<file path="config.mk">
export PLATFORM = sky130hd
export DESIGN_NAME = sad_axis
export DESIGN_NICKNAME = d
export VERILOG_FILES = /design/src/hdl/sad_pkg.sv /design/src/hdl/sad_filt_if.sv /design/src/hdl/sad_glitch_filter.sv /design/src/hdl/sad_axis.sv
export SDC_FILE = /design/constraint.sdc
export NUM_CORES = 1
export LEC_CHECK = 0
export ABC_CLOCK_PERIOD_IN_PS = 4850
export BUFFER_PORTS_ARGS = -buffer_cell sky130_fd_sc_hd__buf_2
export CAP_MARGIN = 20
export CORE_UTILIZATION = 40
export CTS_CLUSTER_DIAMETER = 200
export DETAILED_ROUTE_END_ITERATION = 6
export SYNTH_ARGS = -nofsm -noshare
export SYNTH_HDL_FRONTEND = slang
export SYNTH_SLANG_ARGS = --single-unit
</file>
<file path="constraint.sdc">
create_clock -name clk_sys -period 4.85 [get_ports clk_sys]
set_input_delay 0.97 -clock clk_sys [delete_from_list [all_inputs] [get_ports clk_sys]]
set_output_delay 0.97 -clock clk_sys [all_outputs]
set_load 0.005 [all_outputs]
</file>
<file path="src/hdl/sad_pkg.sv">
// shared constants for the stepper axis drive logic
package sad_pkg;

    // ************************************************************
    // clock and timing
    // ************************************************************
    localparam int CLK_PERIOD_NS    = 5;
    localparam int FILT_TIME_NS     = 50000;
    // least time, so round up
    localparam int FILT_CYCLES_DFLT =
        (FILT_TIME_NS + CLK_PERIOD_NS - 1) / CLK_PERIOD_NS;
    localparam int FILT_CNT_W       = 16;

    // ************************************************************
    // encoder and stepper scaling
    // ************************************************************
    // x4 decoding: one encoder line gives four counts, one step per line
    localparam int QUAD_SHIFT = 2;
    localparam int STAT_CHANS = 3;
    localparam int CH_READY   = 0;
    localparam int CH_INPOS   = 1;
    localparam int CH_FAULT   = 2;

    // ************************************************************
    // register map, byte addresses
    // ************************************************************
    localparam logic [7:0] ADDR_CTRL      = 8'h00;
    localparam logic [7:0] ADDR_STATUS    = 8'h04;
    localparam logic [7:0] ADDR_TARGET    = 8'h08;
    localparam logic [7:0] ADDR_CMD_POS   = 8'h0C;
    localparam logic [7:0] ADDR_ENC_POS   = 8'h10;
    localparam logic [7:0] ADDR_INDEX_POS = 8'h14;
    localparam logic [7:0] ADDR_ERR_LIMIT = 8'h18;
    localparam logic [7:0] ADDR_STEP_HALF = 8'h1C;
    localparam logic [7:0] ADDR_ALM_WIDTH = 8'h20;
    localparam logic [7:0] ADDR_POS_ERR   = 8'h24;

    // control bits
    localparam int CTRL_EN      = 0;
    localparam int CTRL_INPOS   = 1;
    localparam int CTRL_ALM_LVL = 2;
    localparam int CTRL_ALM_GO  = 3;

    // status bits
    localparam int ST_DRV_EN   = 0;
    localparam int ST_DONE     = 1;
    localparam int ST_TRIP     = 2;
    localparam int ST_READY    = 3;
    localparam int ST_INPOS    = 4;
    localparam int ST_FAULT    = 5;
    localparam int ST_IDX      = 6;
    localparam int ST_ALM_BUSY = 7;
    localparam int ST_STEP_BSY = 8;

    // reset values
    localparam logic [31:0] RST_ERR_LIMIT = 32'h0000_1000;
    localparam logic [15:0] RST_STEP_HALF = 16'h0064;
    localparam logic [15:0] RST_ALM_WIDTH = 16'h07D0;

    typedef enum logic [3:0]
    {
        SAD_IDLE = 4'b0001,
        SAD_DIR  = 4'b0010,
        SAD_ACT  = 4'b0100,
        SAD_GAP  = 4'b1000
    } sad_step_e;

endpackage

</file>
<file path="src/hdl/sad_filt_if.sv">
// raw and filtered level of one status input
`timescale 1ns/1ps
interface sad_filt_if;
    logic raw;
    logic level;

    modport filt
    (
        input  raw,
        output level
    );

    modport user
    (
        output raw,
        input  level
    );
endinterface

</file>
<file path="src/hdl/sad_glitch_filter.sv">
// synchroniser and glitch filter for one status input
`timescale 1ns/1ps
module sad_glitch_filter
#(
    parameter int FILT_CYCLES = sad_pkg::FILT_CYCLES_DFLT
)
(
    // clock and reset
    input  wire logic clk_sys,
    input  wire logic sys_rst,
    // filtered line
    sad_filt_if.filt  line
);
    import sad_pkg::*;

    typedef struct packed
    {
        logic [2:0]            sy;
        logic                  level;
        logic [FILT_CNT_W-1:0] cnt;
    } sad_filt_s;

    sad_filt_s s;
    sad_filt_s next_s;

    always_comb
    begin
        next_s    = s;
        next_s.sy = {s.sy[1:0], line.raw};
        // new level must hold for the whole filter time
        if ((s.sy[1] == s.sy[2]) && (s.sy[2] != s.level))
        begin
            if (s.cnt >= FILT_CNT_W'(FILT_CYCLES - 1))
            begin
                next_s.level = s.sy[2];
                next_s.cnt   = '0;
            end
            else
            begin
                next_s.cnt = s.cnt + 1'b1;
            end
        end
        else
        begin
            next_s.cnt = '0;
        end
    end

    always_ff @(posedge clk_sys)
    begin
        if (sys_rst)
            s <= '0;
        else
            s <= next_s;
    end

    assign line.level = s.level;
endmodule

</file>
<file path="src/hdl/sad_axis.sv">
// stepper axis: encoder, step and direction, supervision, APB registers
//
// What this block does
// encoder edges counted x4, four counts per line.
// encoder A, B and index are active high.
// index accepted only while A and B are both low.
// commands go out as step plus separate direction.
// step and direction are differential; step is active low.
// one step per encoder line, so steps per rev equal resolution.
// position error above limit drops drive enable.
// ready, in-position and fault inputs pass a 50 us filter.
// drive raises ready whenever it is enabled.
// drive raises in-position near its target.
// while fault input is off, no step or direction changes.
// software may pulse alarm clear at drive's width and level.
// software pulses alarm clear only after the cause is gone.
// with in-position criterion on, move done needs in-position.
// drive enable is on when active, off when axis disabled.
// A leading B counts up, B leading A counts down.
// step stays inactive whenever drive enable is low.
`timescale 1ns/1ps
module sad_axis
#(
    parameter int FILT_CYCLES = sad_pkg::FILT_CYCLES_DFLT
)
(
    // clock and reset
    input  wire logic        clk_sys,
    input  wire logic        sys_rst,
    // apb slave
    input  wire logic        psel,
    input  wire logic        penable,
    input  wire logic        pwrite,
    input  wire logic [7:0]  paddr,
    input  wire logic [31:0] pwdata,
    output logic [31:0]      prdata,
    output logic             pready,
    output logic             pslverr,
    // encoder pins
    input  wire logic        enc_a,
    input  wire logic        enc_b,
    input  wire logic        enc_index,
    // drive status pins
    input  wire logic        status_input_one,
    input  wire logic        status_input_two,
    input  wire logic        status_input_three,
    // command pins
    output logic             step_p,
    output logic             step_n,
    output logic             dir_p,
    output logic             dir_n,
    output logic             drive_en,
    output logic             alarm_clr
);
    import sad_pkg::*;

    // ************************************************************
    // state
    // ************************************************************
    typedef struct packed
    {
        logic [2:0]  a_sy;
        logic [2:0]  b_sy;
        logic [2:0]  z_sy;
        logic        a_q;
        logic        b_q;
        logic        z_q;
        logic [31:0] enc;
        logic [31:0] idx_pos;
        logic [31:0] cmd;
        logic [31:0] target;
        logic [31:0] err_lim;
        logic [15:0] half;
        logic [15:0] alm_w;
        logic [15:0] alm_cnt;
        logic [15:0] step_cnt;
        logic        en;
        logic        inpos_crit;
        logic        alm_lvl;
        logic        alm_on;
        logic        trip;
        logic        idx_seen;
        logic        dir;
        sad_step_e   st;
        logic [31:0] rdata;
    } sad_axis_s;

    sad_axis_s s;
    sad_axis_s next_s;

    // ************************************************************
    // status filters
    // ************************************************************
    logic [STAT_CHANS-1:0] raw_in;
    logic [STAT_CHANS-1:0] filt;

    assign raw_in = {status_input_three, status_input_two,
                     status_input_one};

    for (genvar gi = 0; gi < STAT_CHANS; gi++)
    begin : g_filt
        sad_filt_if fl ();
        assign fl.raw   = raw_in[gi];
        assign filt[gi] = fl.level;
        sad_glitch_filter
        #(.FILT_CYCLES (FILT_CYCLES))
        u_filt
        (
            .clk_sys (clk_sys),
            .sys_rst (sys_rst),
            .line    (fl)
        );
    end

    logic drv_ready;
    logic drv_inpos;
    logic drv_fault;

    assign drv_ready = filt[CH_READY];
    assign drv_inpos = filt[CH_INPOS];
    // fault line is active when off
    assign drv_fault = ~filt[CH_FAULT];

    // ************************************************************
    // derived values
    // ************************************************************
    logic [31:0] pos_err;
    logic [31:0] err_abs;
    logic        move_done;
    logic        bus_setup;
    logic        bus_wr;
    logic        addr_ok;
    logic [31:0] status_word;

    // commanded steps scaled to counts
    assign pos_err = (s.cmd << QUAD_SHIFT) - s.enc;
    assign err_abs = pos_err[31] ? (32'h0 - pos_err) : pos_err;
    assign move_done = (s.cmd == s.target) && (s.st == SAD_IDLE)
                       && (!s.inpos_crit || drv_inpos);

    assign bus_setup = psel && !penable;
    assign bus_wr    = psel && penable && pwrite;
    // map is one dense run of aligned words
    assign addr_ok   = (paddr <= ADDR_POS_ERR) && (paddr[1:0] == '0);

    always_comb
    begin
        status_word              = '0;
        status_word[ST_DRV_EN]   = s.en;
        status_word[ST_DONE]     = move_done;
        status_word[ST_TRIP]     = s.trip;
        status_word[ST_READY]    = drv_ready;
        status_word[ST_INPOS]    = drv_inpos;
        status_word[ST_FAULT]    = drv_fault;
        status_word[ST_IDX]      = s.idx_seen;
        status_word[ST_ALM_BUSY] = s.alm_on;
        status_word[ST_STEP_BSY] = (s.st != SAD_IDLE);
    end

    // ************************************************************
    // next state
    // ************************************************************
    always_comb
    begin
        logic a_acc;
        logic b_acc;
        logic z_acc;
        logic [15:0] half_ld;
        a_acc   = s.a_q;
        b_acc   = s.b_q;
        z_acc   = s.z_q;
        half_ld = (s.half == 16'h0) ? 16'h0 : s.half - 16'h1;
        next_s  = s;

        // read data is latched in setup so access needs no wait
        if (bus_setup && !pwrite)
        begin
            case (paddr)
                ADDR_CTRL:
                    next_s.rdata = {29'h0, s.alm_lvl, s.inpos_crit, s.en};
                ADDR_STATUS:    next_s.rdata = status_word;
                ADDR_TARGET:    next_s.rdata = s.target;
                ADDR_CMD_POS:   next_s.rdata = s.cmd;
                ADDR_ENC_POS:   next_s.rdata = s.enc;
                ADDR_INDEX_POS: next_s.rdata = s.idx_pos;
                ADDR_ERR_LIMIT: next_s.rdata = s.err_lim;
                ADDR_STEP_HALF: next_s.rdata = {16'h0, s.half};
                ADDR_ALM_WIDTH: next_s.rdata = {16'h0, s.alm_w};
                ADDR_POS_ERR:   next_s.rdata = pos_err;
                default:        next_s.rdata = '0;
            endcase
        end

        // countdown ahead of the bus write, so a fresh start wins
        if (s.alm_on)
        begin
            if (s.alm_cnt == 16'h0)
                next_s.alm_on = 1'b0;
            else
                next_s.alm_cnt = s.alm_cnt - 16'h1;
        end

        // bus writes first so hardware events below win
        if (bus_wr)
        begin
            case (paddr)
                ADDR_CTRL:
                begin
                    next_s.en         = pwdata[CTRL_EN];
                    next_s.inpos_crit = pwdata[CTRL_INPOS];
                    next_s.alm_lvl    = pwdata[CTRL_ALM_LVL];
                    if (pwdata[CTRL_EN])
                        next_s.trip = 1'b0;
                    if (pwdata[CTRL_ALM_GO])
                    begin
                        next_s.alm_on  = 1'b1;
                        next_s.alm_cnt = s.alm_w;
                    end
                end
                ADDR_STATUS:
                    if (pwdata[ST_IDX])
                        next_s.idx_seen = 1'b0;
                ADDR_TARGET:    next_s.target  = pwdata;
                ADDR_ERR_LIMIT: next_s.err_lim = pwdata;
                ADDR_STEP_HALF: next_s.half    = pwdata[15:0];
                ADDR_ALM_WIDTH: next_s.alm_w   = pwdata[15:0];
                default:        next_s.en      = next_s.en;
            endcase
        end

        // encoder pins: accept a level once the 2nd and 3rd flops agree
        next_s.a_sy = {s.a_sy[1:0], enc_a};
        next_s.b_sy = {s.b_sy[1:0], enc_b};
        next_s.z_sy = {s.z_sy[1:0], enc_index};
        if (s.a_sy[1] == s.a_sy[2])
            a_acc = s.a_sy[2];
        if (s.b_sy[1] == s.b_sy[2])
            b_acc = s.b_sy[2];
        if (s.z_sy[1] == s.z_sy[2])
            z_acc = s.z_sy[2];
        next_s.a_q = a_acc;
        next_s.b_q = b_acc;
        next_s.z_q = z_acc;

        // every legal edge counts; a double change is a lost state
        if ((a_acc ^ s.a_q) ^ (b_acc ^ s.b_q))
        begin
            if (a_acc ^ s.b_q)
                next_s.enc = s.enc + 32'h1;
            else
                next_s.enc = s.enc - 32'h1;
        end

        if (z_acc && !s.z_q && !a_acc && !b_acc)
        begin
            next_s.idx_pos  = next_s.enc;
            next_s.idx_seen = 1'b1;
        end

        // step generator
        case (s.st)
            SAD_IDLE:
                if (s.en && !drv_fault && (s.cmd != s.target))
                begin
                    next_s.dir      = $signed(s.target) > $signed(s.cmd);
                    next_s.step_cnt = half_ld;
                    next_s.st       = SAD_DIR;
                end
            SAD_DIR:
                if (s.step_cnt == 16'h0)
                begin
                    next_s.cmd      = s.dir ? s.cmd + 32'h1 : s.cmd - 32'h1;
                    next_s.step_cnt = half_ld;
                    next_s.st       = SAD_ACT;
                end
                else
                    next_s.step_cnt = s.step_cnt - 16'h1;
            SAD_ACT:
                if (s.step_cnt == 16'h0)
                begin
                    next_s.step_cnt = half_ld;
                    next_s.st       = SAD_GAP;
                end
                else
                    next_s.step_cnt = s.step_cnt - 16'h1;
            SAD_GAP:
                if (s.step_cnt == 16'h0)
                    next_s.st = SAD_IDLE;
                else
                    next_s.step_cnt = s.step_cnt - 16'h1;
            default:
                next_s.st = SAD_IDLE;
        endcase
        // a fault or a disable ends the step at once
        if (drv_fault || !s.en)
            next_s.st = SAD_IDLE;

        // position error supervision
        if (s.en && (err_abs > s.err_lim))
        begin
            next_s.en   = 1'b0;
            next_s.trip = 1'b1;
        end
    end

    always_ff @(posedge clk_sys)
    begin
        if (sys_rst)
        begin
            s         <= '0;
            s.st      <= SAD_IDLE;
            s.err_lim <= RST_ERR_LIMIT;
            s.half    <= RST_STEP_HALF;
            s.alm_w   <= RST_ALM_WIDTH;
        end
        else
            s <= next_s;
    end

    // ************************************************************
    // outputs
    // ************************************************************
    logic step_on;

    assign step_on  = (s.st == SAD_ACT) && s.en;
    assign step_p   = ~step_on;
    assign step_n   = step_on;
    assign dir_p    = s.dir;
    assign dir_n    = ~s.dir;
    // high turns the sinking output on
    assign drive_en = s.en;
    assign alarm_clr = s.alm_on ? s.alm_lvl : ~s.alm_lvl;

    assign pready   = 1'b1;
    assign pslverr  = psel && penable && !addr_ok;
    assign prdata   = s.rdata;
endmodule

</file>
Word level (Yosys, flattened, before mapping)
Index checks and enable logic that the tools add are counted.
{"block": "word_totals", "reg_bits": 339, "latchBits": 0, "ramBits": 0, "romBits": 0, "out_inout_bits": 40, "wordCells": 186, "mem_count": 0}
{"block": "classes", "addsub": 12, "multipliers": 0, "div_mod_pow": 0, "n_lt_le_gt_ge": 6, "eq_ne": 30, "shift": 0, "n_mux": 34, "bitwise": 11, "n_reduce_logical": 60}
{"operator": "one-hot mux 32 bit (10 select lines)", "n": 1}
{"operator": "2-to-1 mux 16 bit", "n": 9}
{"operator": "2-to-1 mux 32 bit", "n": 4}
{"operator": "adder 32 x 1 -> 32 bit, second input constant", "n": 2}
{"operator": "greater-than comparator 32 bit", "n": 2}
{"operator": "subtractor 32 x 1 -> 32 bit, second input constant", "n": 2}
{"operator": "adder 16 x 1 -> 16 bit, second input constant", "n": 3}
{"operator": ">= comparator 16 x 14 -> 1 bit, second input constant", "n": 3}
{"operator": "zero test 16 bit", "n": 3}
{"operator": "one-hot mux 16 bit (3 select lines)", "n": 1}
{"operator": "subtractor 16 x 1 -> 16 bit, second input constant", "n": 3}
{"operator": "equality test 32 bit", "n": 1}
{"operator": "equality test 8 x 5 -> 1 bit, second input constant", "n": 4}
{"operator": "inequality test 32 bit", "n": 1}
{"operator": "subtractor 1 x 32 -> 32 bit, first input constant", "n": 1}
{"operator": "subtractor 32 bit", "n": 1}
{"operator": "AND reduction 2 bit", "n": 10}
{"operator": "logical AND 1 bit", "n": 18}
{"operator": "equality test 8 x 4 -> 1 bit, second input constant", "n": 2}
{"operator": "equality test 8 x 6 -> 1 bit, second input constant", "n": 2}
{"operator": "2-to-1 mux 4 bit", "n": 4}
{"operator": "one-hot mux 4 bit (4 select lines)", "n": 1}
{"operator": "2-to-1 mux 1 bit", "n": 12}
{"operator": "nonzero test 2 bit", "n": 6}
{"operator": "24 further kinds", "n": 57}

Logic depth before layout (Yosys ltp)
Gate-level depths: netlist (run 1).
{"block": "depth", "depth_word": 7, "mapped_depth": 24}

Hierarchy
A second synthesis (run 1) with hierarchy kept.
{"block": "unflattened", "cells_unflattened": 2838, "hier_area_um2": 21906.0}
{"mod": "sad_axis", "instances": 1, "cells_per_inst": 2568, "area_per_inst_um2": 19458.7}
{"mod": "sad_glitch_filter", "instances": 3, "cells_per_inst": 90, "area_per_inst_um2": 815.8}

Least setup slack after synthesis (run 1)
No wires, ideal clock.
{"block": "synth_timing", "kind": "reg-to-reg", "startpoint": "register s[235] (netlist bit)", "endpoint": "register s[38] (netlist bit)", "setup_ps": 117, "arrival_time_ps": 5053, "slack_ps": -320, "path_stages_with_launch": 22, "path_buffers": 0, "synth_period_minus_slack_ps": 5170, "path_cell_list": "dfxtp_1 > inv_1 > ha_1 > a211o_1 > a21o_1 > o2bb2ai_2 > a221o_1 > o31a_1 > xor2_1 > or4_4 > or3_4 > o31ai_2 > xnor2_1 > ha_1 > a21o_1 > a21o_1 > a21oi_1 > nor2b_1 > o21ai_0 > a31oi_1 > a311o_1 > a32o_1"}
{"block": "synth_between", "elab_chain_cells": 7, "elab_cells_between_ends": 10}
{"item": "from (decl)", "line": "sad_axis.sv:88", "source": "sad_axis_s s;"}
{"item": "from (signal assigned)", "line": "sad_axis.sv:317", "source": "s <= next_s;"}
{"item": "subtractor 32 bit (*)", "line": "sad_axis.sv:136", "source": "assign pos_err = (s.cmd << QUAD_SHIFT) - s.enc;"}
{"item": "subtractor 1 x 32 -> 32 bit", "line": "sad_axis.sv:137", "source": "assign err_abs = pos_err[31] ? (32'h0 - pos_err) : pos_err;"}
{"item": "2-to-1 mux 32 bit (*)", "line": "sad_axis.sv:137"}
{"item": "greater-than comparator 32 bit (*)", "line": "sad_axis.sv:299", "source": "if (s.en && (err_abs > s.err_lim))"}
{"item": "logical AND 1 bit (*)", "line": "sad_axis.sv:299"}
{"item": "nonzero test 2 bit (no source line)"}
{"item": "AND reduction 3 bit (no source line)"}
Every way passes the cells marked *; elsewhere a longest branch is shown, timed or not.
A chain may end at the register's enable or synchronous reset.

Worst setup path after layout (run 1)
{"block": "layout_timing", "startpoint": "register s[171] (netlist bit)", "endpoint": "register s (netlist bit drive_en)"}
{"block": "layout_between", "elab_chain_cells": 6}
{"item": "subtractor 32 bit (*)", "line": "sad_axis.sv:136"}
{"item": "subtractor 1 x 32 -> 32 bit", "line": "sad_axis.sv:137"}
{"item": "2-to-1 mux 32 bit (*)", "line": "sad_axis.sv:137"}
{"item": "greater-than comparator 32 bit (*)", "line": "sad_axis.sv:299"}
{"item": "logical AND 1 bit (*)", "line": "sad_axis.sv:299"}
{"item": "OR reduction 2 bit (no source line) (*)"}
Marks and branches as above.

==> impl_metrics.ini, run 1 <==
[setup_path]
timing.critical_path.to = drive_en
launching_point_of_the_worst_reg2reg_path = s[171]
crit_slowest_cell = sky130_fd_sc_hd__or4_4
worstSetupStartpoint = s[171]
critical_path.cell_chain = ha_4 > a211o_1 > a21o_4 > o2bb2ai_4 > a221o_1 > o31a_1 > xor2_2 > or4_4 > or3_4 > o31ai_4 > xnor2_1 > ha_1 > a21o_1 > a21o_1 > a21oi_2 > nor2b_1 > o21ai_1 > a31oi_1 > a311o_1 > a311oi_1
worst_setup_path_end_kind = register
worst-setup-path-type = register to register
crit_fanout = 3
path_common_cell = sky130_fd_sc_hd__a21o_1
worst_ep_arrival_time_ns = 5.38
cp-start-kind = register
critPathTopFamily = compound AO/OA/AOI/OAI gates
worst-path-stages = 20
setup.reg_to_reg.worst_slack_ns = -0.04
reg2regPathDepth = 20
worst-path-buf-inv = 0
worst_path_largest_cell_delay_ns = 0.42
crit-reg2reg-capture = drive_en
critical_path_required_ns = 5.34

[placed_design]
dp_worst_setup_slack_ns = -0.213
globalplace.congestion = 0.988
dp_hpwl_mm = 58.7
buffer_ports.inserted = 89

[floorplan]
floorplan.die_area_mm2 = 0.0542
top_level_ports = 91
starting_utilization_of_the_core_area_pct = 40.5
die_height_um = 233
standard_cell_core_area_mm2 = 0.0526
fp-row-count = 84
die_width_um = 233

[sta]
slew_viol_final = 0
worst_pin_slew_ns = 1.09
worst_slack_ns = -0.0377
final_setup_vio_count = 2
whs_ns = 0.439
layout_worst_path_cycle_share_pct = 101
max_freq_mhz = 205
finalSetupTns_ns = -0.0659
worst_slew_margin_rel_pct = 27.1
timing.clock.skew_ns = 0.0260
final.min_clock_period_ns = 4.89
timing_hold_violations_final = 0
grt_setup_unrepaired = yes

[final_layout]
multi_input_comb_area_mm2 = 0.0136
fill_count = 5146
mostFrequentLayoutCells = 371 x sky130_fd_sc_hd__nand2_1, 333 x sky130_fd_sc_hd__dfxtp_1, 277 x sky130_fd_sc_hd__a21oi_1
syn_to_final_growth_pct = 18.5
area.sequential_mm2 = 0.00680
layout.nets = 3156
mostFrequentLayoutCell = sky130_fd_sc_hd__nand2_1
drive_gt1_share_pct = 14.6

[clock_tree]
hold_buffers = 0
cts.htree.levels = 2
tritoncts_num_sinks = 339
clock_tree.buffer_depth = 3
clk-insertion-delay-late_ns = 0.58
clk_pin_slew_worst_paths_ns = 0.06
cts_inserted_buffers = 43
ctsRootBufferMaster = sky130_fd_sc_hd__clkbuf_16
cts_tree = done

[pwr]
netSwitchingFraction_pct = 28.7
power_per_cell_area_mw_per_mm2 = 316
share_clk_of_total_power_pct = 41.3
comb_power_share_pct = 23.2
total_power_mw = 7.97
power.switching_mw = 2.29
leakagePower_nw = 10.2
power.sequential.fraction_pct = 35.5
power.internal_mw = 5.68
power.ir.vdd_worst_v = 0.000185

[yosys]
synthDistinctLibCells = 80
number_of_enable_type_register_cells_in_the_synthesized_netlist = 0
ys_warn_count = 0
synth.ff_latch_count = 339
postSynth.topFlopCell = sky130_fd_sc_hd__dfxtp_1
synth-seq-area-share_pct = 31.9
synth_area_mm2 = 0.0213
proportion_of_register_bits_with_asynchronous_set_or_reset_after_synthesis_pct = 0
synth_cells = 2766
postSynthAreaPerCell_um2 = 7.70

[grt]
gr-total-overflow = 0
global_route.usage.total_pct = 27.8
grt_pass1_wl_mm = 116
grt_max_degree = 94
number_of_antenna_violations_at_the_first_check_in_global_routing = 2
first_global_vias = 19800

[min_path]
min_path_type = register to register

[outcome]
run_status = finished with violations
violations = design-rule violations, negative setup slack

[detailed_routing]
vias = 21400
detailed_route_wl_mm = 77.3
drt_first_pass_iters = 7
routed_wire_length_per_instance_um = 21.1
drc = 3
drt-initial-drc-count = 2172
routed_via_density = 5.84
antenna_violating_nets_left = 0

[job]
timing.max_cap.violations = 0
-- power by group through the flow --
| stage | Combinational (mW) | Sequential (mW) | Clock [mW] |
|---|---|---|---|
| floorplan | 1.10 | 2.88 | 0 |
| global placement | 1.69 | 2.89 | 0 |
| detailed placement | 1.71 | 2.89 | 0 |
| CTS | 1.75 | 2.83 | 3.33 |
| global route | 2.01 | 2.83 | 3.47 |
| finish | 1.85 | 2.83 | 3.30 |
-- cell type report --
class / count / area share (%)
Antenna cell: 1 / 0.00992
Multi-Input combinational cell: 2124 / 53.9
Clock inverter: 17 / 0.749
Inverter: 145 / 2.17
Clock buffer: 62 / 5.07
Timing Repair Buffer: 287 / 7.75
Sequential cell: 339 / 26.9
Tap cell: 688 / 3.41
-- timing repair --
action                     4_1_cts  5_1_grt
setup buffers                    4        3
resized for setup               10       38
setup endpoints to repair        2        2
pin swaps                       12       32
-- worst register-to-register path, stage by stage (launching register included) --
cell                        delay (ns)
sky130_fd_sc_hd__dfxtp_4          0.35
sky130_fd_sc_hd__ha_4             0.23
sky130_fd_sc_hd__a211o_1          0.31
sky130_fd_sc_hd__a21o_4           0.24
sky130_fd_sc_hd__o2bb2ai_4        0.12
sky130_fd_sc_hd__a221o_1          0.34
sky130_fd_sc_hd__o31a_1           0.29
sky130_fd_sc_hd__xor2_2           0.16
sky130_fd_sc_hd__or4_4            0.42
sky130_fd_sc_hd__or3_4            0.36
sky130_fd_sc_hd__o31ai_4          0.18
sky130_fd_sc_hd__xnor2_1          0.15
sky130_fd_sc_hd__ha_1             0.27
sky130_fd_sc_hd__a21o_1           0.19
sky130_fd_sc_hd__a21o_1           0.16
sky130_fd_sc_hd__a21oi_2          0.13
sky130_fd_sc_hd__nor2b_1          0.06
sky130_fd_sc_hd__o21ai_1          0.14
sky130_fd_sc_hd__a31oi_1          0.11
sky130_fd_sc_hd__a311o_1          0.35
sky130_fd_sc_hd__a311oi_1         0.25
-- worst min-delay path by stage --
stage / startpoint / endpoint / slack (ns) / depth (start not counted)
after floorplan: g_filt[2].u_filt.s[0] / g_filt[2].u_filt.s[0] / 0.41 / 1
after global placement: next_s[271] / next_s[272] / 0.42 / 1
after detailed placement: g_filt[0].u_filt.next_s[18] / g_filt[0].u_filt.next_s[19] / 0.42 / 1
after CTS: g_filt[0].u_filt.next_s[18] / g_filt[0].u_filt.next_s[19] / 0.44 / 1
after global routing: next_s[274] / next_s[275] / 0.47 / 1
final: g_filt[0].u_filt.next_s[18] / g_filt[0].u_filt.next_s[19] / 0.44 / 1
-- registers in the layout, summed over array words and instances (netlist names) --
signal and count:
s 239, g_filt.u_filt.next_s 6, prdata 32, g_filt.u_filt.line.level 3, g_filt.u_filt.s 51, next_s 6
drive_en 1, dir_p 1
-- per-stage QoR --
step                      cell area, um2  cells  utilization, %
after global placement             23500   3576            44.7
after CTS                          25000   3659            47.6
after global routing               25200   3662            48.0
after detailed placement           23500   3576            44.7
final                              25200   3663            48.0
after floorplan                    21400   2771               -
-- kinds of logic (layout without fill, tap and decap cells) --
logic type / Yosys count / in the layout / synth area share (%)
multiplexers: 5 / 5 / 0.235
XOR/XNOR: 174 / 174 / 7.15
flip-flops: 339 / 339 / 31.9
adder cells (fa/ha/maj): 166 / 166 / 9.81
AO/OA/AOI/OAI: 803 / 803 / 24.3
other: 2 / 8 / 0.0353
buffers and inverters: 308 / 511 / 6.01
AND/OR/NAND/NOR: 969 / 969 / 20.6
-- routing by layer --
| metal | vias up | share of wire, % | GRT usage [%] | routed length (um) |
|---|---|---|---|---|
| met5 | - | 0 | 0 | 0 |
| met3 | 113 | 8.6 | 5.55 | 6630 |
| met2 | 816 | 44 | 42.9 | 33900 |
| met1 | 10300 | 45 | 39.0 | 34800 |
| met4 | 0 | 2.6 | 7.97 | 1990 |
| li1 | 10200 | - | - | - |
-- synthesized netlist by cell type (14+ instances only) --
master	instances	area share [%]
sky130_fd_sc_hd__a211oi_1	41	1.4
sky130_fd_sc_hd__a221oi_1	20	0.82
sky130_fd_sc_hd__a22oi_1	43	1.5
sky130_fd_sc_hd__buf_4	33	1.2
sky130_fd_sc_hd__nor4_1	19	0.56
sky130_fd_sc_hd__inv_1	144	2.5
sky130_fd_sc_hd__nor2b_1	39	1.1
sky130_fd_sc_hd__and3_1	32	0.94
sky130_fd_sc_hd__ha_1	163	9.6
sky130_fd_sc_hd__nand2_1	372	6.6
sky130_fd_sc_hd__a21o_1	49	1.7
sky130_fd_sc_hd__o21ai_0	144	3.4
sky130_fd_sc_hd__nand2b_1	19	0.56
sky130_fd_sc_hd__and2_1	14	0.41
sky130_fd_sc_hd__a222oi_1	24	1.1
sky130_fd_sc_hd__a41oi_1	14	0.58
sky130_fd_sc_hd__o31ai_1	17	0.60
sky130_fd_sc_hd__xor2_1	61	2.5
sky130_fd_sc_hd__nor2_1	274	4.8
sky130_fd_sc_hd__clkbuf_1	125	2.2
sky130_fd_sc_hd__xnor2_1	113	4.6
sky130_fd_sc_hd__a31oi_1	26	0.76
sky130_fd_sc_hd__o21a_1	15	0.53
sky130_fd_sc_hd__dfxtp_1	339	32
sky130_fd_sc_hd__nand3_1	70	1.6
sky130_fd_sc_hd__a22o_1	15	0.62
sky130_fd_sc_hd__nand4_1	31	0.91
sky130_fd_sc_hd__o211ai_1	18	0.63
sky130_fd_sc_hd__nor3_1	43	1.0
sky130_fd_sc_hd__a21oi_1	283	6.6
No activity file was read; power rests on OpenSTA's default activity.
==> run 2: changes to the inputs <==
--- a/config.mk
+++ b/config.mk
@@ -5,12 +5,13 @@
 export SDC_FILE = /design/constraint.sdc
 export NUM_CORES = 1
 export LEC_CHECK = 0
-export ABC_CLOCK_PERIOD_IN_PS = 4850
+export ABC_CLOCK_PERIOD_IN_PS = 6100
 export BUFFER_PORTS_ARGS = -buffer_cell sky130_fd_sc_hd__buf_2
 export CAP_MARGIN = 20
-export CORE_UTILIZATION = 40
+export CORE_UTILIZATION = 35
 export CTS_CLUSTER_DIAMETER = 200
 export DETAILED_ROUTE_END_ITERATION = 6
+export SKIP_LAST_GASP = 1
 export SYNTH_ARGS = -nofsm -noshare
 export SYNTH_HDL_FRONTEND = slang
 export SYNTH_SLANG_ARGS = --single-unit
==> constraint.sdc (replaced) <==
create_clock -name clk_sys -period 6.1 [get_ports clk_sys]
set_input_delay 1.22 -clock clk_sys [delete_from_list [all_inputs] [get_ports clk_sys]]
set_output_delay 1.22 -clock clk_sys [all_outputs]
set_load 0.005 [all_outputs]
==> impl_metrics.ini, run 2 (synthesized netlist as in run 1, its figures left out) <==
[detailed_routing]
routed_wire_length_per_instance_um = 20.5
drt-initial-drc-count = 1949
routed.top_layer = met5
routedLengthMet1_mm = 33.7
detailed_route_wl_mm = 73.9
antenna_violating_nets_left = 0
dr_wl_met3_mm = 6.13
routed_via_density = 5.66
drt_first_pass_iters = 7
vias = 20400
dr_wl_met2_mm = 31.4
drc = 1

[placed_design]
globalplace.congestion = 0.976
buffer_ports.inserted = 89
dp_hpwl_mm = 54.6

[final_layout]
mostFrequentLayoutCells = 370 x sky130_fd_sc_hd__nand2_1, 339 x sky130_fd_sc_hd__dfxtp_1, 283 x sky130_fd_sc_hd__a21oi_1
drive_gt1_share_pct = 8.68
syn_to_final_growth_pct = 11.6
antenna_cells_inserted = 0
finished_core_util_pct = 39.5
layout.nets = 3006
flip_flop_count_of_the_largest_register_after_layout = 239
top_register = s
mostFrequentLayoutCell = sky130_fd_sc_hd__nand2_1

[setup_path]
worst_setup_path_end_kind = register
critical_path_required_ns = 6.57
launching_point_of_the_worst_reg2reg_path = s[237]
worst-setup-path-type = register to register
crit_fanout = 5
worst_ep_arrival_time_ns = 6.01
worstSetupStartpoint = s[237]
cp-start-kind = register

[clock_tree]
tritoncts_num_sinks = 339
hold_buffers = 0
cts_inserted_buffers = 40
cts_resized = 0
cts_setup_buffers = 0
cts_tree = done
clock_tree.buffer_depth = 3
clk_pin_slew_worst_paths_ns = 0.06
clk-insertion-delay-late_ns = 0.57
ctsRootBufferMaster = sky130_fd_sc_hd__clkbuf_16
cts.htree.levels = 2

[sta]
timing.clock.skew_ns = 0.0255
final.min_clock_period_ns = 5.55
worst_slew_margin_rel_pct = 25.2
layout_worst_path_cycle_share_pct = 91.0
max_freq_mhz = 180
finalSetupTns_ns = 0
grt_setup_unrepaired = no
slew_viol_final = 0
final_setup_vio_count = 0
timing_hold_violations_final = 0
worst_pin_slew_ns = 1.11

[grt]
grt_max_degree = 116
global_route.usage.total_pct = 23.3
gr-total-overflow = 0
first_global_vias = 18900
grt_pass1_wl_mm = 113
number_of_antenna_violations_at_the_first_check_in_global_routing = 1

[floorplan]
die_height_um = 249
fp-row-count = 90
starting_utilization_of_the_core_area_pct = 35.4
top_level_ports = 91
standard_cell_core_area_mm2 = 0.0602
floorplan.die_area_mm2 = 0.0618
die_width_um = 249

[outcome]
violations = design-rule violations
run_status = finished with violations

[pwr]
leakagePower_nw = 9.38
power_per_cell_area_mw_per_mm2 = 244
power.ir.vdd_worst_v = 0.000161

[min_path]
hold_startpoint = next_s[274]
min_path_type = register to register

[job]
timing.max_cap.violations = 0
run 2: changes by cell type in the layout (fill, tap and decap cells not counted), moves of 5 or more:
cell                      delta
sky130_fd_sc_hd__buf_4     -143
sky130_fd_sc_hd__o21ai_0     +8
sky130_fd_sc_hd__a21oi_1     +6
sky130_fd_sc_hd__dfxtp_1     +6
sky130_fd_sc_hd__ha_1        +6
sky130_fd_sc_hd__a21oi_2     -5
sky130_fd_sc_hd__ha_4        -5
run 2: area by class of cell:
class | instances | area [um2]
Fill cell | 6207 | 36500
Multi-Input combinational cell | 2124 | 13300
Sequential cell | 339 | 6790
Clock buffer | 53 | 1140
Tap cell | 782 | 978
Timing Repair Buffer | 140 | 837
Inverter | 145 | 544
Clock inverter | 20 | 159
run 2: power by group:
group | leakage, nW | switching [mW] | total, mW | internal (mW)
Clock | 0.635 | 1.03 | 2.40 | 1.37
Sequential | 2.74 | 0.0151 | 2.25 | 2.23
Combinational | 6.00 | 0.663 | 1.16 | 0.499
run 2: worst paths after layout:
kind | end | slack, ns | depth (start not counted)
max reg2reg | drive_en | 0.55 | 21
min reg2reg | next_s[275] | 0.44 | 1
min | next_s[275] | 0.44 | 1
max | drive_en | 0.55 | 21
run 2: routing by layer:
layer / vias up / GRT usage [%]
li1: 9878 / -
met1: 9584 / 32.8
met2: 782 / 35.5
met3: 131 / 4.17
met4: 2 / 8.39
met5: - / 0
run 2: critical path: stages, from the launching register on:
cell and delay (ns):
sky130_fd_sc_hd__dfxtp_1 0.38, sky130_fd_sc_hd__inv_1 0.06, sky130_fd_sc_hd__ha_1 0.35, sky130_fd_sc_hd__a211o_1 0.30, sky130_fd_sc_hd__a21o_1 0.23, sky130_fd_sc_hd__o2bb2ai_2 0.14
sky130_fd_sc_hd__a221o_1 0.41, sky130_fd_sc_hd__o31a_1 0.31, sky130_fd_sc_hd__xor2_1 0.20, sky130_fd_sc_hd__or4_4 0.56, sky130_fd_sc_hd__or3_4 0.44, sky130_fd_sc_hd__o31ai_2 0.22
sky130_fd_sc_hd__xnor2_1 0.15, sky130_fd_sc_hd__ha_1 0.27, sky130_fd_sc_hd__a21o_1 0.17, sky130_fd_sc_hd__a21o_1 0.17, sky130_fd_sc_hd__a21oi_1 0.15, sky130_fd_sc_hd__nor2b_1 0.06
sky130_fd_sc_hd__o21ai_0 0.18, sky130_fd_sc_hd__a31oi_1 0.11, sky130_fd_sc_hd__a311o_1 0.35, sky130_fd_sc_hd__a311oi_1 0.24
run 2: stage by stage:
stage	instance area [um2]	worst slack, ns	total power [mW]	hold slack (ns)	std cells
final	23800	0.551	5.81	0.439	3603
after detailed placement	22500	0.604	3.44	0.428	3530
after global placement	22500	0.609	3.45	0.421	3530
after CTS	23800	0.582	5.83	0.443	3603
after global routing	23800	0.265	6.07	0.457	3603
after floorplan	21300	0.930	3.15	0.413	2771
==> run 3: changes to the inputs <==
--- a/config.mk
+++ b/config.mk
@@ -5,7 +5,7 @@
 export SDC_FILE = /design/constraint.sdc
 export NUM_CORES = 1
 export LEC_CHECK = 0
-export ABC_CLOCK_PERIOD_IN_PS = 6100
+export ABC_CLOCK_PERIOD_IN_PS = 7000
 export BUFFER_PORTS_ARGS = -buffer_cell sky130_fd_sc_hd__buf_2
 export CAP_MARGIN = 20
 export CORE_UTILIZATION = 35
==> constraint.sdc (replaced) <==
create_clock -name clk_sys -period 7 [get_ports clk_sys]
set_input_delay 1.4 -clock clk_sys [delete_from_list [all_inputs] [get_ports clk_sys]]
set_output_delay 1.4 -clock clk_sys [all_outputs]
set_load 0.005 [all_outputs]
==> impl_metrics.ini, run 3 (synthesized netlist as in run 1, its figures left out) <==
[outcome]
run_status = finished, final reports clean

[floorplan]
die_width_um = 249
die_height_um = 249
starting_utilization_of_the_core_area_pct = 35.4
floorplan.die_area_mm2 = 0.0618
fp-row-count = 90
top_level_ports = 91
standard_cell_core_area_mm2 = 0.0602

[pwr]
power.ir.vdd_worst_v = 0.000150
power.switching_mw = 1.48
share_clk_of_total_power_pct = 43.9
comb_power_share_pct = 18.9
power_per_cell_area_mw_per_mm2 = 221
total_power_mw = 5.28
power.internal_mw = 3.80
leakagePower_nw = 9.39
netSwitchingFraction_pct = 28.0
power.sequential.fraction_pct = 37.1

[detailed_routing]
antenna_violating_nets_left = 0
drc = 0
routed_via_density = 5.65
vias = 20300
drt-initial-drc-count = 1794
drt_first_pass_iters = 6
routed_wire_length_per_instance_um = 20.6
detailed_route_wl_mm = 73.8

[placed_design]
globalplace.congestion = 0.962
buffer_ports.inserted = 89
placedInstanceArea_mm2 = 0.0224
placed_cells = 3516
dp_hpwl_mm = 54.1

[setup_path]
crit_fanout = 7
worst_setup_path_end_kind = register
worst-setup-path-type = register to register
critPathTopFamily = compound AO/OA/AOI/OAI gates
setup.reg_to_reg.worst_slack_ns = 1.23
cp-start-kind = register
worst-path-buf-inv = 1
critical_path.cell_chain = inv_1 > ha_1 > a211o_1 > a21o_1 > a21oi_2 > xnor2_1 > or3_1 > nor4b_1 > nand4_1 > or3_4 > o31ai_2 > xnor2_1 > ha_1 > a21o_1 > a21o_1 > a21oi_1 > nor2b_1 > o21ai_0 > a31oi_1 > a311o_1 > a311oi_1
reg2regPathDepth = 21
worst_path_largest_cell_delay_ns = 0.69
crit-reg2reg-capture = drive_en
crit_slowest_cell = sky130_fd_sc_hd__nor4b_1
path_common_cell = sky130_fd_sc_hd__a21o_1
worst_ep_arrival_time_ns = 6.24
critical_path_required_ns = 7.48
launching_point_of_the_worst_reg2reg_path = s[235]

[final_layout]
finish.instance_area_mm2 = 0.0238
flip_flop_count_of_the_largest_register_after_layout = 239
syn_to_final_growth_pct = 11.9
drive_gt1_share_pct = 8.19
finished_core_util_pct = 39.6
mostFrequentLayoutCells = 370 x sky130_fd_sc_hd__nand2_1, 339 x sky130_fd_sc_hd__dfxtp_1, 283 x sky130_fd_sc_hd__a21oi_1
top_register = s
mostFrequentLayoutCell = sky130_fd_sc_hd__nand2_1
layoutNonFillerInstCount = 3592
layout.nets = 2993

[sta]
worst_pin_slew_ns = 1.20
timing.clock.skew_ns = 0.0142
slew_viol_final = 0
layout_worst_path_cycle_share_pct = 82.4
final_setup_vio_count = 0
final.min_clock_period_ns = 5.77
finalSetupTns_ns = 0
max_freq_mhz = 173
grt_setup_unrepaired = no
timing_hold_violations_final = 0
worst_slew_margin_rel_pct = 19.4

[min_path]
min_path_type = register to register
hold_startpoint = g_filt[1].u_filt.next_s[18]
hold_endpoint = g_filt[1].u_filt.next_s[19]
hold_path_cell_cnt = 1

[clock_tree]
clk-insertion-delay-late_ns = 0.57
cts_tree = done
tritoncts_num_sinks = 339
cts.htree.levels = 2
clk_pin_slew_worst_paths_ns = 0.06
cts_inserted_buffers = 40
cts_resized = 0
clock_tree.buffer_depth = 3
ctsRootBufferMaster = sky130_fd_sc_hd__clkbuf_16
hold_buffers = 0
cts_setup_buffers = 0

[grt]
first_global_vias = 19000
grt_pass1_wl_mm = 113
global_route.usage.total_pct = 23.4
gr-total-overflow = 0
grt_max_degree = 105
number_of_antenna_violations_at_the_first_check_in_global_routing = 1

[job]
timing.max_cap.violations = 0
[run 3: changes by cell type in the layout (fill, tap and decap cells not counted), sizes merged]
cell      delta
buf         -14
bufinv       +6
clkinvlp     -5
clkbuf       +4
inv          -2
clkinv       -1
diode        +1
[run 3: stage by stage]
step	hold WS, ns	setup WS, ns
CTS	0.437	1.28
global route	0.455	0.764
global placement	0.415	1.39
floorplan	0.413	1.83
finish	0.440	1.23
detailed placement	0.428	1.31
[run 3: worst max path at each step]
stage,cells past startpoint,end,from,slack (ns)
5_1_grt,21,drive_en,s[235],0.76
3_3_place_gp,21,drive_en,s[235],1.39
2_1_floorplan,21,s[38],s[235],1.83
6_report,21,drive_en,s[235],1.23
4_1_cts,21,drive_en,s[235],1.28
3_5_place_dp,21,drive_en,s[235],1.31
[run 3: power groups by stage]
stage          registers (mW)  logic [mW]  clock network (mW)
2_1_floorplan            2.00       0.751                   0
6_report                 1.96       0.999                2.32
5_1_grt                  1.96        1.11                2.43
3_3_place_gp             2.00       0.986                   0
3_5_place_dp             2.00       0.983                   0
4_1_cts                  1.96       0.989                2.36
[run 3: layer usage]
metal  part of all wire (%)  global-route usage [%]  up-vias
met5                      0                       0        -
met4                    3.4                    8.61        0
met3                    7.3                    4.09      124
met2                     43                    35.7      704
met1                     46                    32.8     9618
li1                       -                       -     9849
[run 3: final cells by class]
type                       count  area (um2)
tap                          782         978
sequential                   339        6790
clock buffer                  56        1160
inverter                     145         544
multi-input combinational   2124       13300
timing repair buffer         127         737
clock inverter                18         288
fill                        6249       36400
antenna                        1        2.50
